[src/smci_pkg.sv]
package smci_pkg;

    ////////////////////////////////////////////////////////////////////////////
    // serial framing and timing
    localparam int unsigned CLK_HZ     = 250_000_000;
    localparam int unsigned BAUD_RATE  = 2400;
    localparam int unsigned BIT_CYCLES = CLK_HZ / BAUD_RATE;
    localparam int unsigned DATA_BITS  = 8;
    localparam int unsigned STOP_BITS  = 2;
    localparam int unsigned FRAME_BITS = 1 + DATA_BITS + STOP_BITS;
    localparam int unsigned RX_STOP_IX = DATA_BITS + 1;

    ////////////////////////////////////////////////////////////////////////////
    // reply layout: reading, space, wavelength, cr, lf
    localparam int unsigned READ_CHARS = 6;
    localparam int unsigned WL_CHARS   = 4;
    localparam int unsigned RESP_CHARS = READ_CHARS + 1 + WL_CHARS + 2;
    localparam int unsigned BUF_DEPTH  = 2;
    localparam logic [31:0] WL1_TEXT_DEF = 32'h2020_2031;
    localparam logic [31:0] WL2_TEXT_DEF = 32'h2020_2032;

    ////////////////////////////////////////////////////////////////////////////
    // character codes
    localparam logic [7:0] CH_G  = 8'h47;
    localparam logic [7:0] CH_Y  = 8'h59;
    localparam logic [7:0] CH_X  = 8'h58;
    localparam logic [7:0] CH_B  = 8'h42;
    localparam logic [7:0] CH_A  = 8'h41;
    localparam logic [7:0] CH_R  = 8'h52;
    localparam logic [7:0] CH_S  = 8'h53;
    localparam logic [7:0] CH_C  = 8'h43;
    localparam logic [7:0] CH_D  = 8'h44;
    localparam logic [7:0] CH_0  = 8'h30;
    localparam logic [7:0] CH_3  = 8'h33;
    localparam logic [7:0] CH_5  = 8'h35;
    localparam logic [7:0] CH_SP = 8'h20;
    localparam logic [7:0] CH_CR = 8'h0d;
    localparam logic [7:0] CH_LF = 8'h0a;

    ////////////////////////////////////////////////////////////////////////////
    // types
    typedef enum logic [1:0] {MODE_BR, MODE_ABS, MODE_REL} smci_mode_t;

    typedef struct packed {
        smci_mode_t mode;
        logic       wl_second;
    } smci_ctrl_t;

    typedef struct packed {
        logic store_baseline;
        logic clear_baseline;
        logic store_dark;
        logic zero_rel;
    } smci_evt_t;

    typedef struct packed {
        logic [8*READ_CHARS-1:0] text;
        logic                    wl_second;
    } smci_meas_t;

    localparam smci_ctrl_t CTRL_RST = '{mode: MODE_BR, wl_second: 1'b0};

endpackage

[src/smci_buf.sv]
`timescale 1ns/100ps
module smci_buf #(
    parameter int unsigned WIDTH = 8,
    parameter int unsigned DEPTH = smci_pkg::BUF_DEPTH
) (
    input  wire logic             clk_sys,
    input  wire logic             nrst,
    input  wire logic             in_valid,
    output logic                  in_ready,
    input  wire logic [WIDTH-1:0] in_data,
    output logic                  out_valid,
    input  wire logic             out_ready,
    output logic      [WIDTH-1:0] out_data
);
    localparam int unsigned PW = (DEPTH > 1) ? $clog2(DEPTH) : 1;
    localparam int unsigned CW = $clog2(DEPTH + 1);

    generate
        if (DEPTH < 2 || (DEPTH & (DEPTH - 1)) != 0)
        begin : g_chk
            $error("buffer depth must be a power of two, at least 2");
        end
    endgenerate

    logic [WIDTH-1:0] mem_r   [DEPTH];
    logic [WIDTH-1:0] mem_nxt [DEPTH];
    logic [PW-1:0]    wp_r;
    logic [PW-1:0]    wp_nxt;
    logic [PW-1:0]    rp_r;
    logic [PW-1:0]    rp_nxt;
    logic [CW-1:0]    cnt_r;
    logic [CW-1:0]    cnt_nxt;
    logic             wr;
    logic             rd;

    assign in_ready  = (cnt_r != CW'(DEPTH));
    assign out_valid = (cnt_r != '0);
    assign out_data  = mem_r[rp_r];

    always_comb
    begin
        wr      = in_valid && in_ready;
        rd      = out_valid && out_ready;
        mem_nxt = mem_r;
        if (wr)
        begin
            mem_nxt[wp_r] = in_data;
        end
        wp_nxt  = wp_r + PW'(wr);
        rp_nxt  = rp_r + PW'(rd);
        cnt_nxt = cnt_r + CW'(wr) - CW'(rd);
    end

    always_ff @(posedge clk_sys)
    begin
        if (!nrst)
        begin
            wp_r  <= '0;
            rp_r  <= '0;
            cnt_r <= '0;
        end
        else
        begin
            wp_r  <= wp_nxt;
            rp_r  <= rp_nxt;
            cnt_r <= cnt_nxt;
        end
        mem_r <= mem_nxt;
    end

endmodule // smci_buf

[src/smci_top.sv]
`timescale 1ns/100ps
module smci_top #(
    parameter int unsigned BIT_CYCLES = smci_pkg::BIT_CYCLES,
    parameter logic [31:0] WL1_TEXT   = smci_pkg::WL1_TEXT_DEF,
    parameter logic [31:0] WL2_TEXT   = smci_pkg::WL2_TEXT_DEF
) (
    input  wire logic                                  clk_sys,
    input  wire logic                                  nrst,
    input  wire logic                                  rxd,
    output logic                                       txd,
    output logic                                       rts,
    output logic                                       dtr,
    input  wire logic                                  cts,
    input  wire logic                                  dcd,
    input  wire logic                                  meas_valid,
    input  wire logic [8*smci_pkg::READ_CHARS-1:0]     meas_text,
    output smci_pkg::smci_ctrl_t                       ctrl,
    output smci_pkg::smci_evt_t                        evt
);
    localparam int unsigned DW = $clog2(BIT_CYCLES + 1);

    generate
        if (BIT_CYCLES < 16)
        begin : g_chk
            $error("bit period too short for mid-bit sampling");
        end
    endgenerate

    typedef enum logic [1:0] {S_IDLE, S_ACK, S_READ} smci_fsm_t;

    ////////////////////////////////////////////////////////////////////////////
    // pin synchronisers, first stage read only by the second
    logic [2:0] sync1_r;
    logic [2:0] sync2_r;
    logic       rxd_s;
    logic       cts_s;
    logic       dcd_s;

    always_ff @(posedge clk_sys)
    begin
        if (!nrst)
        begin
            sync1_r <= 3'h7;
            sync2_r <= 3'h7;
        end
        else
        begin
            sync1_r <= {dcd, cts, rxd};
            sync2_r <= sync1_r;
        end
    end

    assign rxd_s = sync2_r[0];
    assign cts_s = sync2_r[1];
    assign dcd_s = sync2_r[2];

    ////////////////////////////////////////////////////////////////////////////
    // handshake outputs come up once reset is released
    logic hs_r;

    always_ff @(posedge clk_sys)
    begin
        if (!nrst)
            hs_r <= 1'b0;
        else
            hs_r <= 1'b1;
    end

    assign rts = hs_r;
    assign dtr = hs_r;

    ////////////////////////////////////////////////////////////////////////////
    // receiver: mid-bit sampling, waits only for the first stop bit
    logic          rx_busy_r, rx_busy_nxt;
    logic [DW-1:0] rx_div_r, rx_div_nxt;
    logic [3:0]    rx_ix_r, rx_ix_nxt;
    logic [7:0]    rx_sh_r, rx_sh_nxt;
    logic          rx_done_r, rx_done_nxt;

    always_comb
    begin
        rx_busy_nxt = rx_busy_r;
        rx_div_nxt  = rx_div_r;
        rx_ix_nxt   = rx_ix_r;
        rx_sh_nxt   = rx_sh_r;
        rx_done_nxt = 1'b0;
        if (!rx_busy_r)
        begin
            if (!rxd_s)
            begin
                rx_busy_nxt = 1'b1;
                rx_div_nxt  = DW'(BIT_CYCLES / 2);
                rx_ix_nxt   = '0;
            end
        end
        else if (rx_div_r != '0)
        begin
            rx_div_nxt = rx_div_r - 1'b1;
        end
        else
        begin
            rx_div_nxt = DW'(BIT_CYCLES - 1);
            rx_ix_nxt  = rx_ix_r + 1'b1;
            if (rx_ix_r == '0 && rxd_s)
            begin
                rx_busy_nxt = 1'b0;                         // glitch, not a start bit
            end
            else if (rx_ix_r == 4'(smci_pkg::RX_STOP_IX))
            begin
                rx_busy_nxt = 1'b0;
                // framing error or carrier low: the byte is dropped unanswered
                rx_done_nxt = rxd_s && dcd_s;
            end
            else if (rx_ix_r != '0)
            begin
                rx_sh_nxt = {rxd_s, rx_sh_r[7:1]};
            end
        end
    end

    always_ff @(posedge clk_sys)
    begin
        if (!nrst)
        begin
            rx_busy_r <= 1'b0;
            rx_div_r  <= '0;
            rx_ix_r   <= '0;
            rx_sh_r   <= '0;
            rx_done_r <= 1'b0;
        end
        else
        begin
            rx_busy_r <= rx_busy_nxt;
            rx_div_r  <= rx_div_nxt;
            rx_ix_r   <= rx_ix_nxt;
            rx_sh_r   <= rx_sh_nxt;
            rx_done_r <= rx_done_nxt;
        end
    end

    ////////////////////////////////////////////////////////////////////////////
    // reply character for position ix of a reading
    function automatic logic [7:0] resp_char(input logic [3:0] ix, input smci_pkg::smci_meas_t m);
        int          i;
        logic [31:0] wl;
        i  = int'(ix);
        wl = m.wl_second ? WL2_TEXT : WL1_TEXT;
        if (i < smci_pkg::READ_CHARS)
            resp_char = m.text[8*(smci_pkg::READ_CHARS-1-i) +: 8];
        else if (i == smci_pkg::READ_CHARS)
            resp_char = smci_pkg::CH_SP;
        else if (i < smci_pkg::READ_CHARS + 1 + smci_pkg::WL_CHARS)
            resp_char = wl[8*(smci_pkg::READ_CHARS+smci_pkg::WL_CHARS-i) +: 8];
        else if (i == smci_pkg::RESP_CHARS - 2)
            resp_char = smci_pkg::CH_CR;
        else
            resp_char = smci_pkg::CH_LF;
    endfunction

    ////////////////////////////////////////////////////////////////////////////
    // command interpreter
    smci_fsm_t            fsm_r, fsm_nxt;
    logic                 pend_r, pend_nxt;
    logic [7:0]           pend_byte_r, pend_byte_nxt;
    logic [7:0]           ack_r, ack_nxt;
    logic [3:0]           idx_r, idx_nxt;
    smci_pkg::smci_ctrl_t ctrl_r, ctrl_nxt;
    smci_pkg::smci_evt_t  evt_r, evt_nxt;
    smci_pkg::smci_meas_t meas_r, meas_nxt;
    smci_pkg::smci_meas_t snap_r, snap_nxt;
    logic                 bi_valid;
    logic                 bi_ready;
    logic [7:0]           bi_data;

    always_comb
    begin
        fsm_nxt       = fsm_r;
        pend_nxt      = pend_r;
        pend_byte_nxt = pend_byte_r;
        ack_nxt       = ack_r;
        idx_nxt       = idx_r;
        ctrl_nxt      = ctrl_r;
        evt_nxt       = '0;
        meas_nxt      = meas_r;
        snap_nxt      = snap_r;
        bi_valid      = 1'b0;
        bi_data       = ack_r;
        if (meas_valid)
        begin
            meas_nxt = '{text: meas_text, wl_second: ctrl_r.wl_second};
        end
        unique case (fsm_r)
            S_IDLE:
            begin
                if (pend_r)
                begin
                    pend_nxt = 1'b0;
                    fsm_nxt  = S_ACK;
                    ack_nxt  = smci_pkg::CH_Y;
                    unique case (pend_byte_r)
                        smci_pkg::CH_B: ctrl_nxt.mode = smci_pkg::MODE_BR;
                        smci_pkg::CH_A: ctrl_nxt.mode = smci_pkg::MODE_ABS;
                        smci_pkg::CH_R: ctrl_nxt.mode = smci_pkg::MODE_REL;
                        smci_pkg::CH_S, smci_pkg::CH_C:
                        begin
                            if (ctrl_r.mode == smci_pkg::MODE_BR)
                            begin
                                evt_nxt.store_baseline = (pend_byte_r == smci_pkg::CH_S);
                                evt_nxt.clear_baseline = (pend_byte_r == smci_pkg::CH_C);
                            end
                            else
                                ack_nxt = smci_pkg::CH_X;
                        end
                        smci_pkg::CH_D:
                        begin
                            if (ctrl_r.mode != smci_pkg::MODE_BR)
                                evt_nxt.store_dark = 1'b1;
                            else
                                ack_nxt = smci_pkg::CH_X;
                        end
                        smci_pkg::CH_0:
                        begin
                            if (ctrl_r.mode == smci_pkg::MODE_REL)
                                evt_nxt.zero_rel = 1'b1;
                            else
                                ack_nxt = smci_pkg::CH_X;
                        end
                        smci_pkg::CH_3: ctrl_nxt.wl_second = 1'b0;
                        smci_pkg::CH_5: ctrl_nxt.wl_second = 1'b1;
                        smci_pkg::CH_G:
                        begin
                            fsm_nxt  = S_READ;
                            idx_nxt  = '0;
                            snap_nxt = meas_r;
                        end
                        default: ack_nxt = smci_pkg::CH_X;
                    endcase
                end
            end
            S_ACK:
            begin
                // settings were registered a cycle earlier, so the ack follows them
                bi_valid = 1'b1;
                if (bi_ready)
                    fsm_nxt = S_IDLE;
            end
            S_READ:
            begin
                bi_valid = 1'b1;
                bi_data  = resp_char(idx_r, snap_r);
                if (bi_ready)
                begin
                    idx_nxt = idx_r + 1'b1;
                    if (idx_r == 4'(smci_pkg::RESP_CHARS - 1))
                        fsm_nxt = S_IDLE;
                end
            end
        endcase
        // a byte landing as the previous one is taken is kept: set wins
        if (rx_done_r)
        begin
            pend_nxt      = 1'b1;
            pend_byte_nxt = rx_sh_r;
        end
    end

    always_ff @(posedge clk_sys)
    begin
        if (!nrst)
        begin
            fsm_r       <= S_IDLE;
            pend_r      <= 1'b0;
            pend_byte_r <= '0;
            ack_r       <= '0;
            idx_r       <= '0;
            ctrl_r      <= smci_pkg::CTRL_RST;
            evt_r       <= '0;
            meas_r      <= '0;
            snap_r      <= '0;
        end
        else
        begin
            fsm_r       <= fsm_nxt;
            pend_r      <= pend_nxt;
            pend_byte_r <= pend_byte_nxt;
            ack_r       <= ack_nxt;
            idx_r       <= idx_nxt;
            ctrl_r      <= ctrl_nxt;
            evt_r       <= evt_nxt;
            meas_r      <= meas_nxt;
            snap_r      <= snap_nxt;
        end
    end

    assign ctrl = ctrl_r;
    assign evt  = evt_r;

    ////////////////////////////////////////////////////////////////////////////
    // reply buffer and transmitter
    logic                              bo_valid;
    logic                              bo_ready;
    logic [7:0]                        bo_data;
    logic                              tx_busy_r, tx_busy_nxt;
    logic [DW-1:0]                     tx_div_r, tx_div_nxt;
    logic [3:0]                        tx_bits_r, tx_bits_nxt;
    logic [smci_pkg::FRAME_BITS-1:0]   tx_sh_r, tx_sh_nxt;

    smci_buf #(
        .WIDTH (8),
        .DEPTH (smci_pkg::BUF_DEPTH)
    ) u_buf (
        .clk_sys   (clk_sys),
        .nrst      (nrst),
        .in_valid  (bi_valid),
        .in_ready  (bi_ready),
        .in_data   (bi_data),
        .out_valid (bo_valid),
        .out_ready (bo_ready),
        .out_data  (bo_data)
    );

    // a character already started finishes even if clear-to-send drops
    assign bo_ready = !tx_busy_r && cts_s;

    always_comb
    begin
        tx_busy_nxt = tx_busy_r;
        tx_div_nxt  = tx_div_r;
        tx_bits_nxt = tx_bits_r;
        tx_sh_nxt   = tx_sh_r;
        if (!tx_busy_r)
        begin
            if (bo_valid && bo_ready)
            begin
                tx_busy_nxt = 1'b1;
                tx_div_nxt  = DW'(BIT_CYCLES - 1);
                tx_bits_nxt = 4'(smci_pkg::FRAME_BITS);
                tx_sh_nxt   = {{smci_pkg::STOP_BITS{1'b1}}, bo_data, 1'b0};
            end
        end
        else if (tx_div_r != '0)
        begin
            tx_div_nxt = tx_div_r - 1'b1;
        end
        else
        begin
            tx_div_nxt  = DW'(BIT_CYCLES - 1);
            tx_sh_nxt   = {1'b1, tx_sh_r[smci_pkg::FRAME_BITS-1:1]};
            tx_bits_nxt = tx_bits_r - 1'b1;
            tx_busy_nxt = (tx_bits_r != 4'h1);
        end
    end

    always_ff @(posedge clk_sys)
    begin
        if (!nrst)
        begin
            tx_busy_r <= 1'b0;
            tx_div_r  <= '0;
            tx_bits_r <= '0;
            tx_sh_r   <= '1;
        end
        else
        begin
            tx_busy_r <= tx_busy_nxt;
            tx_div_r  <= tx_div_nxt;
            tx_bits_r <= tx_bits_nxt;
            tx_sh_r   <= tx_sh_nxt;
        end
    end

    assign txd = tx_sh_r[0];

    ////////////////////////////////////////////////////////////////////////////
    // checks
    logic cmd_go;
    assign cmd_go = (fsm_r == S_IDLE) && pend_r;

    a_hs_raised: assert property (@(posedge clk_sys) disable iff (!nrst)
        $past(nrst) |-> rts && dtr) else $error("rts or dtr low after reset");
    a_cts_hold: assert property (@(posedge clk_sys) disable iff (!nrst)
        !cts_s && !tx_busy_r |=> !tx_busy_r) else $error("character started without clear-to-send");
    a_start_bit: assert property (@(posedge clk_sys) disable iff (!nrst)
        $rose(tx_busy_r) |-> !txd ##1 !txd) else $error("start bit missing");
    a_one_reply: assert property (@(posedge clk_sys) disable iff (!nrst)
        cmd_go && pend_byte_r != smci_pkg::CH_G |=> fsm_r == S_ACK && bi_valid ##1 fsm_r != S_READ)
        else $error("command not answered once");
    a_mode_ack: assert property (@(posedge clk_sys) disable iff (!nrst)
        cmd_go && pend_byte_r == smci_pkg::CH_R |=> ctrl_r.mode == smci_pkg::MODE_REL && ack_r == smci_pkg::CH_Y)
        else $error("relative mode not taken");
    a_refuse_keep: assert property (@(posedge clk_sys) disable iff (!nrst)
        cmd_go && pend_byte_r == smci_pkg::CH_S && ctrl_r.mode != smci_pkg::MODE_BR
        |=> ack_r == smci_pkg::CH_X && $stable(ctrl_r) && !evt_r.store_baseline)
        else $error("baseline store accepted outside backreflection");
    a_dark_mode: assert property (@(posedge clk_sys) disable iff (!nrst)
        cmd_go && pend_byte_r == smci_pkg::CH_D |=> evt_r.store_dark == (ack_r == smci_pkg::CH_Y))
        else $error("dark offset pulse and ack disagree");
    a_zero_rel: assert property (@(posedge clk_sys) disable iff (!nrst)
        cmd_go && pend_byte_r == smci_pkg::CH_0 && ctrl_r.mode == smci_pkg::MODE_REL
        |=> evt_r.zero_rel && ack_r == smci_pkg::CH_Y) else $error("zero reference refused");
    a_wl_second: assert property (@(posedge clk_sys) disable iff (!nrst)
        cmd_go && pend_byte_r == smci_pkg::CH_5 |=> ctrl_r.wl_second) else $error("second source not selected");
    a_read_start: assert property (@(posedge clk_sys) disable iff (!nrst)
        cmd_go && pend_byte_r == smci_pkg::CH_G |=> fsm_r == S_READ && idx_r == 4'h0)
        else $error("reading not started");

endmodule // smci_top

[config.mk]
export PLATFORM = sky130hd
export DESIGN_NAME = smci_top
export DESIGN_NICKNAME = d
export VERILOG_FILES = /design/src/smci_pkg.sv /design/src/smci_buf.sv /design/src/smci_top.sv
export SDC_FILE = /design/constraint.sdc
export NUM_CORES = 1
export LEC_CHECK = 0
export BUFFER_PORTS_ARGS = -buffer_cell sky130_fd_sc_hd__buf_2
export CAP_MARGIN = 20
export CORE_AREA = 3 3 207 128
export DETAILED_ROUTE_END_ITERATION = 8
export DIE_AREA = 0 0 210 131
export GPL_TIMING_DRIVEN = 0
export SYNTH_ARGS = -nofsm -noshare
export SYNTH_HDL_FRONTEND = slang
export SYNTH_SLANG_ARGS = --single-unit
[constraint.sdc]
create_clock -name clk_sys -period 2.5 [get_ports clk_sys]
set_input_delay 0.25 -clock clk_sys [delete_from_list [all_inputs] [get_ports clk_sys]]
set_output_delay 0.25 -clock clk_sys [all_outputs]
set_load 0.05 [all_outputs]
==> impl_metrics.csv <==
group,metric,value,unit
pwr,swShare,30.1,%
yosys,netlist.area_leader.share,41.7,%
cts,cts-root-buf,"clkbuf_16",
cts,cts_tree,"built",
yosys,syn_inst,1016,
yosys,synthMuxAreaShare,11.2,%
grt,grt_overflow,0,
yosys,synth-edff-count,16,
critical_path,start_kind,"flip-flop",
routing,drc,0,
routing,via_per_inst,5.37,
flow_run,maxCapViolCount,0,
pwr,power.leakage,4.25,nW
pwr,power.switching,0.00295,W
pwr,seq_power_share,40.6,%
routing,wl,25100,um
timing,maxSlewViolCount,0,
timing,finalCritPeriodShare,98.5,%
critical_path,end_kind,"flip-flop",
placed_design,dp_cells,1407,
yosys,yosys_most_used_dff,"dfxtp_1",
finish,layoutNonFillerInstCount,1490,
pwr,vdd_drop_max,0.000452,V
yosys,synth_seq_cells,211,
critical_path,criticalPathCategory,"flip-flop to flip-flop",
finish,post-route-util,46.0,%
pwr,p_clk_share,37.4,%
cts,clk_path_buf_depth,3,
floorplan,fp.dieArea,0.0275,mm^2
grt,grt_pass1_vias,7184,
grt,grt_max_degree,17,
finish,final_nets,1223,
timing,hold_viol,0,
floorplan,die_w,210,um
routing,ant_nets,0,
timing,rsz0062_at_grt,"true",
cts,clk_latency,0.50,ns
placed_design,hpwl,18300,um
routing,num_vias,7998,
critical_path,cp.arrival,2.87,ns
floorplan,coreArea,0.0249,mm^2
cts,clk_pin_slew,0.07,ns
finish,nFillCells,2426,
yosys,synth_area_leaders,"dfxtp_1, mux2i_1, nand2_1, a21oi_1, edfxtp_1",
timing,skew,0.0116,ns
yosys,syn_nets,1092,
floorplan,row_count,45,
yosys,synth_xor_area_share,1.50,%
finish,n_antenna_cell,0,
yosys,yosys.area.top_type,"dfxtp_1",
cts,clock-sinks,211,
yosys,synth.distinct_cells,69,
floorplan,initial_core_util,37.5,%
cts,ctsHtreeMaxLevel,1,
grt,track_usage,18.0,%
routing,drtIter0Drc,699,
status,outcome,"finished, final reports clean",
timing,slew_headroom,35.0,%
placed_design,numPortBuffers,62,
critical_path,crit_fanout,8,
floorplan,die_h,131,um
yosys,synth_compound_area_share,15.0,%
timing,setup-violations-final,0,
yosys,netlist_area,0.00936,mm^2
timing,worst_pin_slew,0.966,ns
critical_path,worstPathRequired,2.91,ns
cts,cts_inserted_buffers,21,
yosys,synth_top_family_by_area,"simple AND/OR/NAND/NOR gates",
hold_path,hold_class,"input port to flip-flop",
grt,grt_pass1_wl,40000,um
yosys,syn_area_per_cell,9.22,um^2
yosys,yosysWarnings,0,
finish,synthToLayoutAreaGrowth,22.6,%
finish,final_layout_size_suffix_gt1_share,14.4,%
yosys,synthSimpleGateAreaFrac,18.5,%
placed_design,gp_routability_congestion,0.905,
grt,antenna_found_initial,0,
yosys,ys_seq_area_share,46.8,%
routing,routedWlPerCell,16.8,um
floorplan,io_pins,64,
timing,timing.fmax,406,MHz
yosys,synthArstFlopShare,0,%
pwr,pwr-share-comb,21.9,%
timing,post-route-min-period,2.46,ns
routing,firstDrtPassIters,5,
pwr,internal_power,0.00685,W
yosys,synthAdderAreaFrac,2.94,%
pwr,power_density,853,mW/mm^2
[synth_stat cells, drive strengths merged (7+ instances only)]
cell type and instances:
ha 22, a21oi 96, o21ai 17, and2 12, nand2b 12, or4 10, a211oi 8, a31oi 11
dfxtp 195, nand4 7, buf 14, mux2 9, nor2 93, mux2i 77, o31ai 7, nor4 13
nand3 13, nor3b 7, inv 31, xor2 10, o211ai 22, nand2 138, or3 7, mux4 8
clkbuf 51, edfxtp 16, nor3 12
[power groups by stage]
stage	sequential [W]	clock (W)	combinational, W
after floorplan	0.00399	0	0.00149
after global placement	0.00403	0	0.00196
after detailed placement	0.00404	0	0.00198
after CTS	0.00397	0.00373	0.00207
after global routing	0.00402	0.00388	0.00237
final	0.00398	0.00367	0.00215
[routing by layer]
metal | routed length [um] | up-vias | GRT usage [%]
li1 | - | 3912 | -
met1 | 13800 | 3813 | 30.3
met2 | 9100 | 248 | 23.6
met3 | 1880 | 25 | 3.01
met4 | 319 | 0 | 2.77
met5 | 0 | - | 0
[placed cells by master, fill, tap and decap left out, types with 7 or more instances in the layout]
master           n
a211oi_1         7
a21oi_1         95
a31oi_1         10
and2_1          12
buf_1            8
buf_2           64
buf_4            9
clkbuf_1        44
clkbuf_16       22
dfxtp_1        191
dlygate4sd3_1   41
edfxtp_1        16
ha_1            22
inv_1           30
mux2_2           9
mux2i_1         77
mux4_2           8
nand2_1        136
nand2b_1        12
nand3_1         13
nand4_1          7
nor2_1          92
nor3_1          11
nor3b_1          7
nor4_1          10
o211ai_1        22
o21ai_0         17
o31ai_1          7
or3_1            7
or4_1            8
xor2_1          10
[cells by family (layout without fill, tap and decap cells)]
kind of cell / after synthesis / count (layout)
buffers and inverters: 98 / 243
adder cells (fa/ha/maj): 22 / 22
XOR/XNOR: 16 / 16
AO/OA/AOI/OAI: 219 / 219
AND/OR/NAND/NOR: 356 / 356
multiplexers: 94 / 94
flip-flops: 211 / 211
[path summary, 6_finish.rpt]
kind	from	to	slack [ns]	cells past startpoint
worst max-delay path	tx_div_r[0]	tx_bits_r[2]	0.04	7
worst max register to register	tx_div_r[0]	tx_bits_r[2]	0.04	7
worst min register to register	sync1_r[2]	sync2_r[2]	0.41	1
worst min-delay path	meas_text[45]	meas_r[46]	0.006	3
[what timing repair did]
item / CTS / global route
hold buffers: 41 / 0
endpoints found under the hold margin: 41 / 0
buffers inserted: 1 / 5
gates resized for setup: 22 / 24
endpoints found under the setup margin: 55 / 52
pin swaps: 1 / 5
gates cloned: 0 / 0
[stage by stage]
step	hold WS, ns	total power [W]	worst slack [ns]	cell area, um^2	setup TNS, ns
CTS	0.00218	0.00977	0.00842	11400	0
global placement	0.389	0.00599	-0.887	10100	-11.29
global route	0.00690	0.0103	-0.105	11500	-0.176
finish	0.00572	0.00979	0.0381	11500	0
detailed placement	0.393	0.00602	-0.957	10100	-12.63
floorplan	0.278	0.00548	0.0220	9370	0
[flip-flops by register name (all words and copies together), names as in the netlist, 2 cells and up]
name,flops
rx_div_r,17
rx_sh_r,8
meas_r,49
ctrl,3
u_buf.mem_r,16
sync1_r,3
tx_div_r,17
sync2_r,3
pend_byte_r,8
tx_bits_r,4
rx_ix_r,4
u_buf.cnt_r,2
fsm_r,2
idx_r,4
evt,4
snap_r,49
ack_r,2
tx_sh_r,9
[critical path: stages (launching register included)]
cell and delay, ns:
dfxtp_2 0.33, inv_2 0.07, ha_1 0.16, or4b_4 0.50, or4_4 0.55, buf_6 0.15, or4_1 0.39, a211oi_1 0.22
[area by class of cell]
class                      count  area (um^2)  area share (%)
sequential                   211         4390            38.2
clock inverter                13          233            2.03
inverter                      33          125            1.09
timing repair buffer         110          771            6.71
multi-input combinational    707         4700            41.0
tap                          329          412            3.58
clock buffer                  24          568            4.95
buffer                        63          280            2.44
(Power assumes the default switching activity.)
